**src/hw/tmr2_pkg.sv**
```systemverilog
package tmr2_pkg;
  // Register indices on the plain register port
  localparam logic [2:0] ADDR_TIMEBASE = 3'h0; // timebase_control_one
  localparam logic [2:0] ADDR_CONTROL  = 3'h1; // second_timer_control
  localparam logic [2:0] ADDR_STATUS   = 3'h2; // flag and clear bits
  localparam logic [2:0] ADDR_COUNTER  = 3'h3; // second_timer_counter
  localparam logic [2:0] ADDR_COMPARE  = 3'h4; // compare value
  localparam logic [2:0] ADDR_PORT     = 3'h5; // pin direction and latch
  // timebase_control_one fields
  localparam int RATE_LSB = 0;               // rate_select_low
  localparam int RATE_MSB = 1;               // rate_select_high
  // second_timer_control fields
  localparam int CTL_IRQ_EN  = 7;            // input_irq_enable
  localparam int CTL_CMP_IE  = 6;            // compare irq enable
  localparam int CTL_SRC     = 4;            // counter_source_select
  localparam int CTL_MODE    = 3;            // input_mode_select
  localparam int CTL_POL     = 2;            // input_polarity_select
  localparam int CTL_OE      = 1;            // output_enable_bit
  localparam int CTL_EDGE    = 0;            // output_edge_select
  // Status fields
  localparam int STS_EVT     = 7;            // input_event_flag
  localparam int STS_CMP     = 6;            // compare flag
  localparam int STS_EVT_CLR = 3;            // input_flag_clear
  localparam int STS_CMP_CLR = 2;            // compare flag clear
  // Port register fields
  localparam int PRT_IN_DIR  = 0;            // input_pin_direction
  localparam int PRT_OUT_DIR = 1;            // output_pin_direction
  localparam int PRT_LATCH   = 2;            // output_pin_port_latch
  // Reset values
  localparam logic [7:0] RST_ZERO    = 8'h00;
  localparam logic [7:0] CNT_PRESET  = 8'h01;
  // Prescaler taps: divide by 4, 32, 256; rate 0 toggles pclk_r instead, dividing by 2
  localparam int DIV_BITS    = 8;
  localparam int TAP_DIV4    = 1;
  localparam int TAP_DIV32   = 4;
  localparam int TAP_DIV256  = 7;
  localparam int TAP_FIXED   = 1;            // fixed_timer_clock, divide by 4
  // Clock phase states of the timer clock edge detector
  typedef enum logic [1:0] {
    PH_LOW  = 2'b01,
    PH_HIGH = 2'b10
  } phase_t;
endpackage

```
**src/hw/timer2_clock_event_io.sv**
```systemverilog
// Summary of operation
// RULE1: Rate field divides clock by 1/4/32/256 (rate 0 divides by 2 here)
// RULE2: Event input sampled by system clock
// RULE3: Event mode counts chosen input edge
// RULE4: Event mode active edge sets flag
// RULE5: Gate mode counts prescaled clock while active
// RULE6: Gate mode trailing edge sets flag
// RULE7: Software presets counter after mode change
// RULE8: Software keeps input pin as input
// RULE9: Compare match toggles half-rate output stage
// RULE10: Counter write loads stage with edge select
// RULE11: Output enable changes at chosen output edge
// RULE12: Pin buffer on if direction or enable
// RULE13: Output off: pin follows latch or floats
// RULE14: Eight-bit prescaler feeds timers and input
// RULE15: First timer gets fixed-rate clock
// RULE16: Prescaled clock steps with system clock
// RULE17: Source select picks prescaled or input clock
// RULE18: Writing one to clear bit clears flag
// RULE19: Interrupt while flag and enable set
// RULE20: Counter increments on selected clock edge
// RULE21: Two-stage synchroniser before detection
//
// Local design decisions: the register addresses and the plain strobed port.
module timer2_clock_event_io
  import tmr2_pkg::*;
#(
  parameter int WIDTH = 8
) (
  // Clock, reset, enable
  input  wire logic             core_clk,
  input  wire logic             rst,
  input  wire logic             clk_en,
  // Register port
  input  wire logic [2:0]       reg_addr,
  input  wire logic [7:0]       reg_wdata,
  input  wire logic             reg_wr,
  input  wire logic             reg_rd,
  output logic      [7:0]       reg_rdata,
  // Event input pin
  input  wire logic             event_input,
  // Shared event output pin
  output logic                  event_output_o,
  output logic                  event_output_oe,
  // Fixed-rate clock for the first timer
  output logic                  fixed_timer_clock,
  // Interrupt requests
  output logic                  input_irq,
  output logic                  compare_irq
);

  // Software-visible state
  logic [1:0]       rate_r;          // Prescale rate field
  logic [7:0]       ctl_r;           // Control byte
  logic [2:0]       port_r;          // Pin direction and latch
  logic [WIDTH-1:0] cnt_r;           // Counter
  logic [WIDTH-1:0] cmp_r;           // Compare register
  logic [WIDTH-1:0] cmp_buf_r;       // Compare buffer
  logic             evt_flag_r;      // Input event flag
  logic             cmp_flag_r;      // Compare flag
  // Prescaler and timer clock
  logic [DIV_BITS-1:0] pre_r;        // Free-running prescaler
  logic             pclk_r;          // Prescaled timer clock level
  logic             pclk_nxt;
  phase_t           pclk_ph_r;       // Previous phase of counter clock
  // Event input path
  logic             sync1_r;         // First synchroniser stage
  logic             sync2_r;         // Second synchroniser stage
  logic             sync3_r;         // Previous synchronised value
  // Event output path
  logic             div_r;           // Half-rate output stage
  logic             oe_sync_r;       // Synchronised output enable
  logic             match_r;         // Latched match, next timer cycle
  // Decoded strobes
  logic             wr_cnt;
  logic             act_lvl;
  logic             act_edge;
  logic             trail_edge;
  logic             gate_clk;
  logic             tclk;            // Selected counter clock level
  logic             tick;            // One counter step
  logic             cmp_pulse;       // compare_match_pulse
  logic             div_nxt;
  logic             sel_edge;

  // Address decode used by several write processes
  function automatic logic hit(input logic [2:0] a);
    return reg_wr && (reg_addr == a);
  endfunction

  assign wr_cnt = hit(ADDR_COUNTER);

  // Prescaler runs free; every divided clock except rate 0 is a tap of it
  always_ff @(posedge core_clk) begin
    if (rst) begin
      pre_r <= '0;
    end else if (clk_en) begin
      pre_r <= pre_r + 1'b1; // RULE14
    end
  end

  // Tap select; the level is registered so it moves on a system edge
  always_comb begin
    case (rate_r) // RULE1
      2'b00:   pclk_nxt = ~pclk_r;
      2'b01:   pclk_nxt = pre_r[TAP_DIV4];
      2'b10:   pclk_nxt = pre_r[TAP_DIV32];
      default: pclk_nxt = pre_r[TAP_DIV256];
    endcase
  end

  // Prescaled clock register and fixed first-timer clock
  always_ff @(posedge core_clk) begin
    if (rst) begin
      pclk_r            <= 1'b0;
      fixed_timer_clock <= 1'b0;
    end else if (clk_en) begin
      pclk_r            <= pclk_nxt; // RULE16
      fixed_timer_clock <= pre_r[TAP_FIXED]; // RULE15
    end
  end

  // Two-flop synchroniser plus a history stage for edge detection
  always_ff @(posedge core_clk) begin
    if (rst) begin
      sync1_r <= 1'b0;
      sync2_r <= 1'b0;
      sync3_r <= 1'b0;
    end else if (clk_en) begin
      sync1_r <= event_input; // RULE2
      sync2_r <= sync1_r;     // RULE21
      sync3_r <= sync2_r;
    end
  end

  // Active level follows polarity; edges come from stages two and three
  assign act_lvl    = ctl_r[CTL_POL] ? sync2_r : ~sync2_r;
  assign act_edge   = ctl_r[CTL_POL] ? (sync2_r & ~sync3_r)
                                     : (~sync2_r & sync3_r); // RULE3
  assign trail_edge = ctl_r[CTL_POL] ? (~sync2_r & sync3_r)
                                     : (sync2_r & ~sync3_r); // RULE6
  // Gate mode: prescaled clock held high while input is inactive
  assign gate_clk   = act_lvl ? pclk_r : 1'b1; // RULE5

  // Counter clock: prescaled or event block output
  always_comb begin
    if (!ctl_r[CTL_SRC]) begin
      tclk = pclk_r; // RULE17
    end else if (ctl_r[CTL_MODE]) begin
      tclk = gate_clk;
    end else begin
      tclk = sync2_r ^ ctl_r[CTL_POL]; // Active edge becomes a fall
    end
  end

  // Falling edge of the timer clock gives one count step
  always_ff @(posedge core_clk) begin
    if (rst) begin
      pclk_ph_r <= PH_LOW;
    end else if (clk_en) begin
      pclk_ph_r <= tclk ? PH_HIGH : PH_LOW;
    end
  end

  always_comb begin
    case (pclk_ph_r)
      PH_HIGH: tick = ~tclk; // RULE20
      PH_LOW:  tick = 1'b0;
      default: tick = 1'b0;
    endcase
  end

  // Match is latched for a timer cycle and emitted on the next step
  assign cmp_pulse = tick & match_r;

  // Counter with preset; a preset beats an increment
  always_ff @(posedge core_clk) begin
    if (rst) begin
      cnt_r     <= WIDTH'(CNT_PRESET);
      cmp_buf_r <= '0;
      match_r   <= 1'b0;
    end else if (clk_en) begin
      if (wr_cnt || cmp_pulse) begin
        // Mode changes can glitch a count; software presets here
        cnt_r     <= WIDTH'(CNT_PRESET); // RULE7
        cmp_buf_r <= cmp_r;
        match_r   <= 1'b0;
      end else if (tick) begin
        cnt_r   <= cnt_r + 1'b1;
        match_r <= 1'b0;
      end else if (cnt_r == cmp_buf_r) begin
        match_r <= 1'b1;
      end
    end
  end

  // Half-rate output stage
  always_comb begin
    if (wr_cnt) begin
      div_nxt = ctl_r[CTL_EDGE]; // RULE10
    end else if (cmp_pulse) begin
      div_nxt = ~div_r; // RULE9
    end else begin
      div_nxt = div_r;
    end
  end
  // Selected output edge: rising when edge select is 1, else falling
  assign sel_edge = (div_nxt != div_r) && (div_nxt == ctl_r[CTL_EDGE]);

  always_ff @(posedge core_clk) begin
    if (rst) begin
      div_r     <= 1'b0;
      oe_sync_r <= 1'b0;
    end else if (clk_en) begin
      div_r <= div_nxt;
      // Enable follows only at the chosen edge, so no runt pulse
      if (sel_edge) begin
        oe_sync_r <= ctl_r[CTL_OE]; // RULE11
      end
    end
  end

  // Pin drive: clock when on, latch when idle and an output
  always_ff @(posedge core_clk) begin
    if (rst) begin
      event_output_o  <= 1'b0;
      event_output_oe <= 1'b0;
    end else if (clk_en) begin
      event_output_oe <= port_r[PRT_OUT_DIR] | oe_sync_r; // RULE12
      event_output_o  <= oe_sync_r ? div_nxt
                                   : port_r[PRT_LATCH]; // RULE13
    end
  end

  // Event flag; a set in the clearing cycle wins
  always_ff @(posedge core_clk) begin
    if (rst) begin
      evt_flag_r <= 1'b0;
      cmp_flag_r <= 1'b0;
    end else if (clk_en) begin
      if (!ctl_r[CTL_MODE] && act_edge) begin
        evt_flag_r <= 1'b1; // RULE4
      end else if (ctl_r[CTL_MODE] && trail_edge) begin
        evt_flag_r <= 1'b1; // RULE6
      end else if (hit(ADDR_STATUS) && reg_wdata[STS_EVT_CLR]) begin
        evt_flag_r <= 1'b0; // RULE18
      end
      if (cmp_pulse) begin
        cmp_flag_r <= 1'b1;
      end else if (hit(ADDR_STATUS) && reg_wdata[STS_CMP_CLR]) begin
        cmp_flag_r <= 1'b0;
      end
    end
  end

  // Interrupt outputs, registered
  always_ff @(posedge core_clk) begin
    if (rst) begin
      input_irq   <= 1'b0;
      compare_irq <= 1'b0;
    end else if (clk_en) begin
      input_irq   <= evt_flag_r & ctl_r[CTL_IRQ_EN]; // RULE19
      compare_irq <= cmp_flag_r & ctl_r[CTL_CMP_IE];
    end
  end

  // Control registers; reserved control bit 5 stays zero
  always_ff @(posedge core_clk) begin
    if (rst) begin
      rate_r <= 2'b00; // RULE1
      ctl_r  <= RST_ZERO;
      port_r <= 3'b000;
      cmp_r  <= '0;
    end else if (clk_en) begin
      if (hit(ADDR_TIMEBASE)) begin
        rate_r <= reg_wdata[RATE_MSB:RATE_LSB];
      end
      if (hit(ADDR_CONTROL)) begin
        ctl_r <= reg_wdata & 8'hDF;
      end
      if (hit(ADDR_PORT)) begin
        port_r <= reg_wdata[2:0]; // Input direction is software's duty
      end
      if (hit(ADDR_COMPARE)) begin
        cmp_r <= reg_wdata[WIDTH-1:0];
      end
    end
  end

  // Read data, valid the cycle after the strobe; unmapped reads zero
  always_ff @(posedge core_clk) begin
    if (rst) begin
      reg_rdata <= RST_ZERO;
    end else if (clk_en) begin
      reg_rdata <= RST_ZERO;
      if (reg_rd) begin
        case (reg_addr)
          ADDR_TIMEBASE: reg_rdata <= {6'h00, rate_r};
          ADDR_CONTROL:  reg_rdata <= ctl_r;
          ADDR_STATUS:   reg_rdata <= {evt_flag_r, cmp_flag_r, 6'h00};
          ADDR_COUNTER:  reg_rdata <= 8'(cnt_r);
          ADDR_COMPARE:  reg_rdata <= 8'(cmp_r);
          ADDR_PORT:     reg_rdata <= {5'h00, port_r};
          default:       reg_rdata <= RST_ZERO;
        endcase
      end
    end
  end

endmodule

```
**config.mk**
```make
export PLATFORM = sky130hd
export DESIGN_NAME = timer2_clock_event_io
export DESIGN_NICKNAME = d
export VERILOG_FILES = /design/src/hw/tmr2_pkg.sv /design/src/hw/timer2_clock_event_io.sv
export SDC_FILE = /design/constraint.sdc
export NUM_CORES = 1
export LEC_CHECK = 0
export ABC_AREA = 1
export ABC_CLOCK_PERIOD_IN_PS = 1400
export BUFFER_PORTS_ARGS = -buffer_cell sky130_fd_sc_hd__buf_2
export CORE_MARGIN = 3
export CORE_UTILIZATION = 32
export DETAILED_ROUTE_END_ITERATION = 6
export PLACE_DENSITY = 0.53
export SYNTH_ARGS = -nofsm -noshare
export SYNTH_HDL_FRONTEND = slang
export SYNTH_SLANG_ARGS = --single-unit
```
**constraint.sdc**
```tcl
create_clock -name core_clk -period 1.4 [get_ports core_clk]
set_input_delay 0.07 -clock core_clk [delete_from_list [all_inputs] [get_ports core_clk]]
set_output_delay 0.07 -clock core_clk [all_outputs]
set_load 0.02 [all_outputs]
```
Yosys cells after proc, flatten, opt, wreduce, memory -nomap -nowiden
Index checks and enable logic that the tools add are counted.
{ "classes": {"n_eq_ne": 11, "n_addsub": 2, "mul": 0, "magnitude_cmp": 0, "mux": 24, "div_mod_pow": 0, "n_shift": 0, "reduce_logical": 29, "bitwise_logic": 12} }
{ "ops": {"columns": ["operator", "n"], "rows": [
  ["8-bit one-hot mux with 6 select lines", 1],
  ["8-bit 2-to-1 mux", 3],
  ["2-bit AND reduction", 10],
  ["1-bit 2-to-1 mux", 18],
  ["8-bit by 1-bit adder with 8-bit output, second input constant", 2],
  ["1-bit logical AND", 11],
  ["8-bit equality test", 1],
  ["3-bit by 2-bit equality test with 1-bit output, second input constant", 2],
  ["3-bit equality test, second input constant", 2],
  ["3-bit nonzero test", 2],
  ["1-bit AND", 5],
  ["1-bit NOT", 5],
  ["2-bit equality test, second input constant", 2],
  ["2-bit nonzero test", 2],
  ["3-bit by 1-bit equality test with 1-bit output, second input constant", 1],
  ["3-bit logical NOT", 1],
  ["1-bit one-hot mux with 3 select lines", 1],
  ["2-bit by 1-bit equality test with 1-bit output, second input constant", 1],
  ["2-bit logical NOT", 1],
  ["2-bit 2-to-1 mux", 1],
  ["1-bit equality test", 1],
  ["1-bit logical NOT", 1],
  ["1-bit logical OR", 1],
  ["1-bit inequality test", 1],
  ["other kinds (2)", 2]
]} }
{ "totals": {"latchBits": 0, "wordCells": 101, "memories": 0, "output_inout_bits": 13, "mem_bits_rw": 0, "ff_bits": 68, "rom_bits": 0, "in_bits": 17} }

Longest topological paths before layout
{ "logic_depth": {"depth_word": 13, "mapped_depth": 11, "ltp_nobuf": 11} }

Worst setup path before layout
No wires, ideal clock.
{ "synth_timing": {"path_type": "reg2reg", "startpoint": "register pclk_ph_r[1]", "endpoint": "register oe_sync_r", "n_path_buf": 1, "required_ps": 1333, "t_arrival_ps": 1256, "path_stages_with_launch": 10, "setup_time_ps": 67, "slack_ps": 77, "synth_period_minus_slack_ps": 1323, "cell_sequence": "dfxtp_1 -> inv_1 -> nor2_1 -> nand4_2 -> nand2_4 -> inv_4 -> nor2_8 -> buf_8 -> nand3_2 -> a21oi_2"} }
{ "synth_via": {"elab_chain_len": 8} }
{ "synth_rtl": {"columns": ["element", "line_no", "text"], "rows": [
  ["from (decl)", "timer2_clock_event_io.sv:65", "phase_t pclk_ph_r;"],
  ["from (signal assigned)", "timer2_clock_event_io.sv:161", "pclk_ph_r <= tclk ? PH_HIGH : PH_LOW;"],
  ["2-bit equality test *", "timer2_clock_event_io.sv:166", "case (pclk_ph_r)"],
  ["1-bit 2-to-1 mux *", "timer2_clock_event_io.sv:166", null],
  ["1-bit AND *", "timer2_clock_event_io.sv:174", "assign cmp_pulse = tick & match_r;"],
  ["1-bit 2-to-1 mux *", "timer2_clock_event_io.sv:201", "end else if (cmp_pulse) begin"],
  ["1-bit 2-to-1 mux *", "timer2_clock_event_io.sv:199", "if (wr_cnt) begin"],
  ["1-bit inequality test / 1-bit equality test (equally long branches)", "timer2_clock_event_io.sv:208", "assign sel_edge = (div_nxt != div_r) && (div_nxt == ctl_r[CTL_EDGE]);"],
  ["1-bit logical AND *", "timer2_clock_event_io.sv:208", null],
  ["2-bit AND reduction (no source line) *", null, null],
  ["to (signal assigned)", "timer2_clock_event_io.sv:218", "oe_sync_r <= ctl_r[CTL_OE];"],
  ["to (decl)", "timer2_clock_event_io.sv:72", "logic oe_sync_r;"]
]} }
Mark *: on every way between the ends. The rest lies on a longest branch, timed or not.
A chain may end at the register's enable or synchronous reset.

Final worst setup path
{ "layout_timing": {"startpoint": "register ctl_r[2]", "endpoint": "register oe_sync_r"} }
{ "layout_via": {"elab_chain_len": 12} }
{ "layout_rtl": {"columns": ["element", "line_no", "text"], "rows": [
  ["from (decl)", "timer2_clock_event_io.sv:54", "logic [7:0] ctl_r;"],
  ["from (signal assigned)", "timer2_clock_event_io.sv:279", "ctl_r <= reg_wdata & 8'hDF;"],
  ["1-bit 2-to-1 mux", "timer2_clock_event_io.sv:137", "assign act_lvl = ctl_r[CTL_POL] ? sync2_r : ~sync2_r;"],
  ["1-bit 2-to-1 mux", "timer2_clock_event_io.sv:143", "assign gate_clk = act_lvl ? pclk_r : 1'b1;"],
  ["1-bit 2-to-1 mux *", "timer2_clock_event_io.sv:149", "end else if (ctl_r[CTL_MODE]) begin"],
  ["1-bit 2-to-1 mux *", "timer2_clock_event_io.sv:147", "if (!ctl_r[CTL_SRC]) begin"],
  ["1-bit NOT *", "timer2_clock_event_io.sv:167", "PH_HIGH: tick = ~tclk;"],
  ["1-bit 2-to-1 mux *", "timer2_clock_event_io.sv:166", null],
  ["1-bit AND *", "timer2_clock_event_io.sv:174", null],
  ["1-bit 2-to-1 mux *", "timer2_clock_event_io.sv:201", null],
  ["1-bit 2-to-1 mux *", "timer2_clock_event_io.sv:199", null],
  ["1-bit inequality test / 1-bit equality test (equally long branches)", "timer2_clock_event_io.sv:208", null],
  ["1-bit logical AND *", "timer2_clock_event_io.sv:208", null],
  ["2-bit AND reduction (no source line) *", null, null]
]} }
Marked as above.

==> results.json <==
{
  "fmax_mhz": 758.0,
  "period_share": 0.9424,
  "p_switching_w": 0.001008,
  "synth_flop_cell": "dfxtp_1",
  "layout-drive-gt1-share": 0.2314,
  "multi_input_area_um2": 1503,
  "worstSetupPathType": "flop to flop",
  "setup-tns-final_ns": 0,
  "clock_power_share": 0.448,
  "finClkSkew_ns": 0.008057,
  "ys_ff_latch": 68,
  "fill_cells": 1006,
  "htree_levels": 3,
  "dp.cells": 576,
  "pin_count": 30,
  "syn-cell-area_um2": 3072,
  "period_needed_ns": 1.319,
  "ant_nets": 0,
  "slowest_delay_ns": 0.36,
  "relSlewSlack": 0.7265,
  "maxCapViolations": 0,
  "min_path_cells": 3,
  "die_width_um": 104.0,
  "reg2reg_slack_ns": 0.08,
  "whs_endpoint": "ctl_r[3]",
  "coreArea_um2": 9284,
  "peakVddDrop_mv": 0.4736,
  "area_delta_synth_final_pct": 25.66,
  "antenna_found_initial": 0,
  "hold_ws_ns": 0.01184,
  "status": "finished clean",
  "drc": 0,
  "start_util": 0.3309,
  "setup_violations": 0,
  "grt_pass1_wl_mm": 13.91,
  "r2r_start": "ctl_r[2]",
  "slowest_stage": "dfxtp_4",
  "rows": 35,
  "nets": 485,
  "cellInternalPower_w": 0.003305,
  "worstSetupStartpointType": "flop",
  "n_antenna_cell": 0,
  "seq_area_um2": 1374,
  "synth_enable_flop_cells": 0,
  "comb_power_share": 0.083,
  "total_power_w": 0.004313,
  "async_reset_ff_frac": 0,
  "die-area_um2": 10810,
  "path_cells": "inv_2 > nand2_2 > nand3_2 > nand4_4 > nand2_4 > inv_6 > nor2_8 > buf_4 > nand3_2 > a21oi_2",
  "ys_types": 41,
  "crit_path_end_kind": "flop",
  "cts_buffer_depth": 2,
  "postSynthAreaPerCell_um2": 7.529,
  "grt.overflow.total": 0,
  "grt_max_degree": 39,
  "syn_inst": 408,
  "port_buffers": 29,
  "cp.arrival_ns": 1.60,
  "leakagePower_nw": 1.520,
  "routabilityCongestion": 0.8576,
  "cts.sinks": 68,
  "seqPwrFrac": 0.469,
  "power_density_nw_per_um2": 1117,
  "cts_made_buffers": 9,
  "worst_pin_slew_ns": 0.4093,
  "clk_latency_ns": 0.34,
  "drt-wirelength-per-cell_um": 14.08,
  "via_per_inst": 4.882,
  "yosys_warnings": 0,
  "ys_seq_area_frac": 0.4432,
  "cts_root_buffer": "clkbuf_8",
  "hp-start": "reg_wdata[3]",
  "rsz0062_at_grt": "true",
  "vias": 2929,
  "r2r_cells": 10,
  "grt_pass1_vias": 2798,
  "syn_nets": 427,
  "synth_top_area_share": 0.4432,
  "hpwlAfterDp_mm": 6.188,
  "drv_slew": 0,
  "drtIter0Drc": 167,
  "yosys.area.top_type": "dfxtp_1",
  "cts_tree": "done",
  "wl_mm": 8.447,
  "track_usage": 0.1609,
  "first_pass_iters": 5,
  "cts.reportedPaths.clkPinSlew_ns": 0.07,
  "synthTopCellsByArea": "dfxtp_1 (44%), a21oi_1 (9.3%), nand2_1 (8.6%), o21ai_0 (8.0%), inv_1 (5.5%)",
  "netSwitchingFraction": 0.2336,
  "crit_required_ns": 1.68,
  "r2r-end": "oe_sync_r",
  "holdCritPathClass": "primary input to flop",
  "critPathMaxFanout": 6,
  "final_cell_count_no_fill": 600,
  "hold_violations": 0,
  "cp_common_cell": "nand3_2",
  "die_h_um": 104.0
}
[worst max-delay path, delay by kind of cell, from the launching register on]
| kind | cells | cell delay, ns |
|---|---|---|
| DFF | 1 | 0.36 |
| AOI/OAI and AO/OA | 1 | 0.13 |
| buffers and inverters | 3 | 0.24 |
| and+or+nand+nor | 6 | 0.53 |
[repair_timing]
action	in CTS	in global routing
hold endpoints to repair	1	0
pin swaps	1	6
endpoints found under the setup margin	2	17
resized for setup	0	32
cloned	1	0
setup buffers	4	2
hold buffers	1	0
[cells by family (layout without fill, tap and decap cells)]
family | count (synthesis) | in the layout | synth area share
xor gates and xnor gates | 11 | 11 | 0.03137
adders and majority gates | 2 | 2 | 0.008145
AOI/OAI and AO/OA | 123 | 123 | 0.2155
DFF | 68 | 68 | 0.4432
buffers and inverters | 62 | 124 | 0.08472
and+or+nand+nor | 142 | 143 | 0.2171
[Yosys cell counts (all sizes together), types with 2 or more instances]
cell     instances
xor2             9
buf              6
xnor2            2
nand3           19
a211oi           2
dfxtp           68
a21oi           58
o22ai            4
inv             49
nor3             6
o221ai           3
o21ai           51
nand2           75
nand4            5
clkbuf           7
o2111ai          2
ha               2
nor2            33
[layer usage]
metal	up-vias	part of all wire	GRT usage
met5	-	0	0
met1	1333	0.48	0.2192
met3	21	0.056	0.04097
met4	0	0.030	0.07217
li1	1482	-	-
met2	93	0.43	0.2391
[worst max-delay path by stage]
stage,startpoint,end,slack (ns),cells after the start
final,ctl_r[2],oe_sync_r,0.08,10
after global placement,pclk_ph_r[1],cmp_buf_r[7],-0.01,9
after detailed placement,ctl_r[2],cmp_buf_r[7],-0.02,9
after floorplan,pclk_ph_r[1],oe_sync_r,0.08,9
after global routing,pre_r[1],pre_r[6],-0.05,6
after CTS,ctl_r[2],cnt_r[3],0.01,10
[placed cells by master (no fill, tap or decap), types with 7 or more instances in the layout]
| cell | count |
|---|---|
| buf_2 | 29 |
| clkbuf_8 | 9 |
| xor2_1 | 9 |
| inv_1 | 42 |
| buf_4 | 26 |
| o21ai_0 | 44 |
| dfxtp_2 | 7 |
| nand3_1 | 16 |
| a21oi_1 | 57 |
| nor2_1 | 28 |
| nand2_1 | 67 |
| dfxtp_1 | 60 |
[registers in the layout, summed over array words and instances, names as in the netlist, 2 cells and up]
name,flops
pre_r,8
rate_r,2
ctl_r,7
cnt_r,8
cmp_buf_r,8
reg_rdata,8
pclk_ph_r,2
port_r,3
cmp_r,8
[cell type report]
cell class              instances  share of cell area
clock buffers                  12             0.03501
multi-input cells             279              0.3893
clock inverters                 4             0.02528
repair buffers                 59              0.1018
well taps                     129             0.04182
inverters                      49             0.05089
flip-flops and latches         68              0.3559
[power groups by stage]
| stage | clock network (W) | registers [W] | logic [W] |
|---|---|---|---|
| global placement | 0 | 0.00206 | 0.000336 |
| global route | 0.00206 | 0.00203 | 0.000404 |
| CTS | 0.00197 | 0.00202 | 0.000349 |
| detailed placement | 0 | 0.00206 | 0.000341 |
| finish | 0.00193 | 0.00202 | 0.000359 |
| floorplan | 0 | 0.00206 | 0.000195 |
[through the flow]
stage | area [um2] | worst slack, ns | util
5_1_grt | 3860 | -0.04684 | 0.4158
3_3_place_gp | 3495 | -0.01285 | 0.3764
4_1_cts | 3779 | 0.01288 | 0.4070
6_report | 3860 | 0.08066 | 0.4158
2_1_floorplan | 3072 | 0.07656 | -
3_5_place_dp | 3495 | -0.02225 | 0.3764
Power figures use the tool's default switching activity.
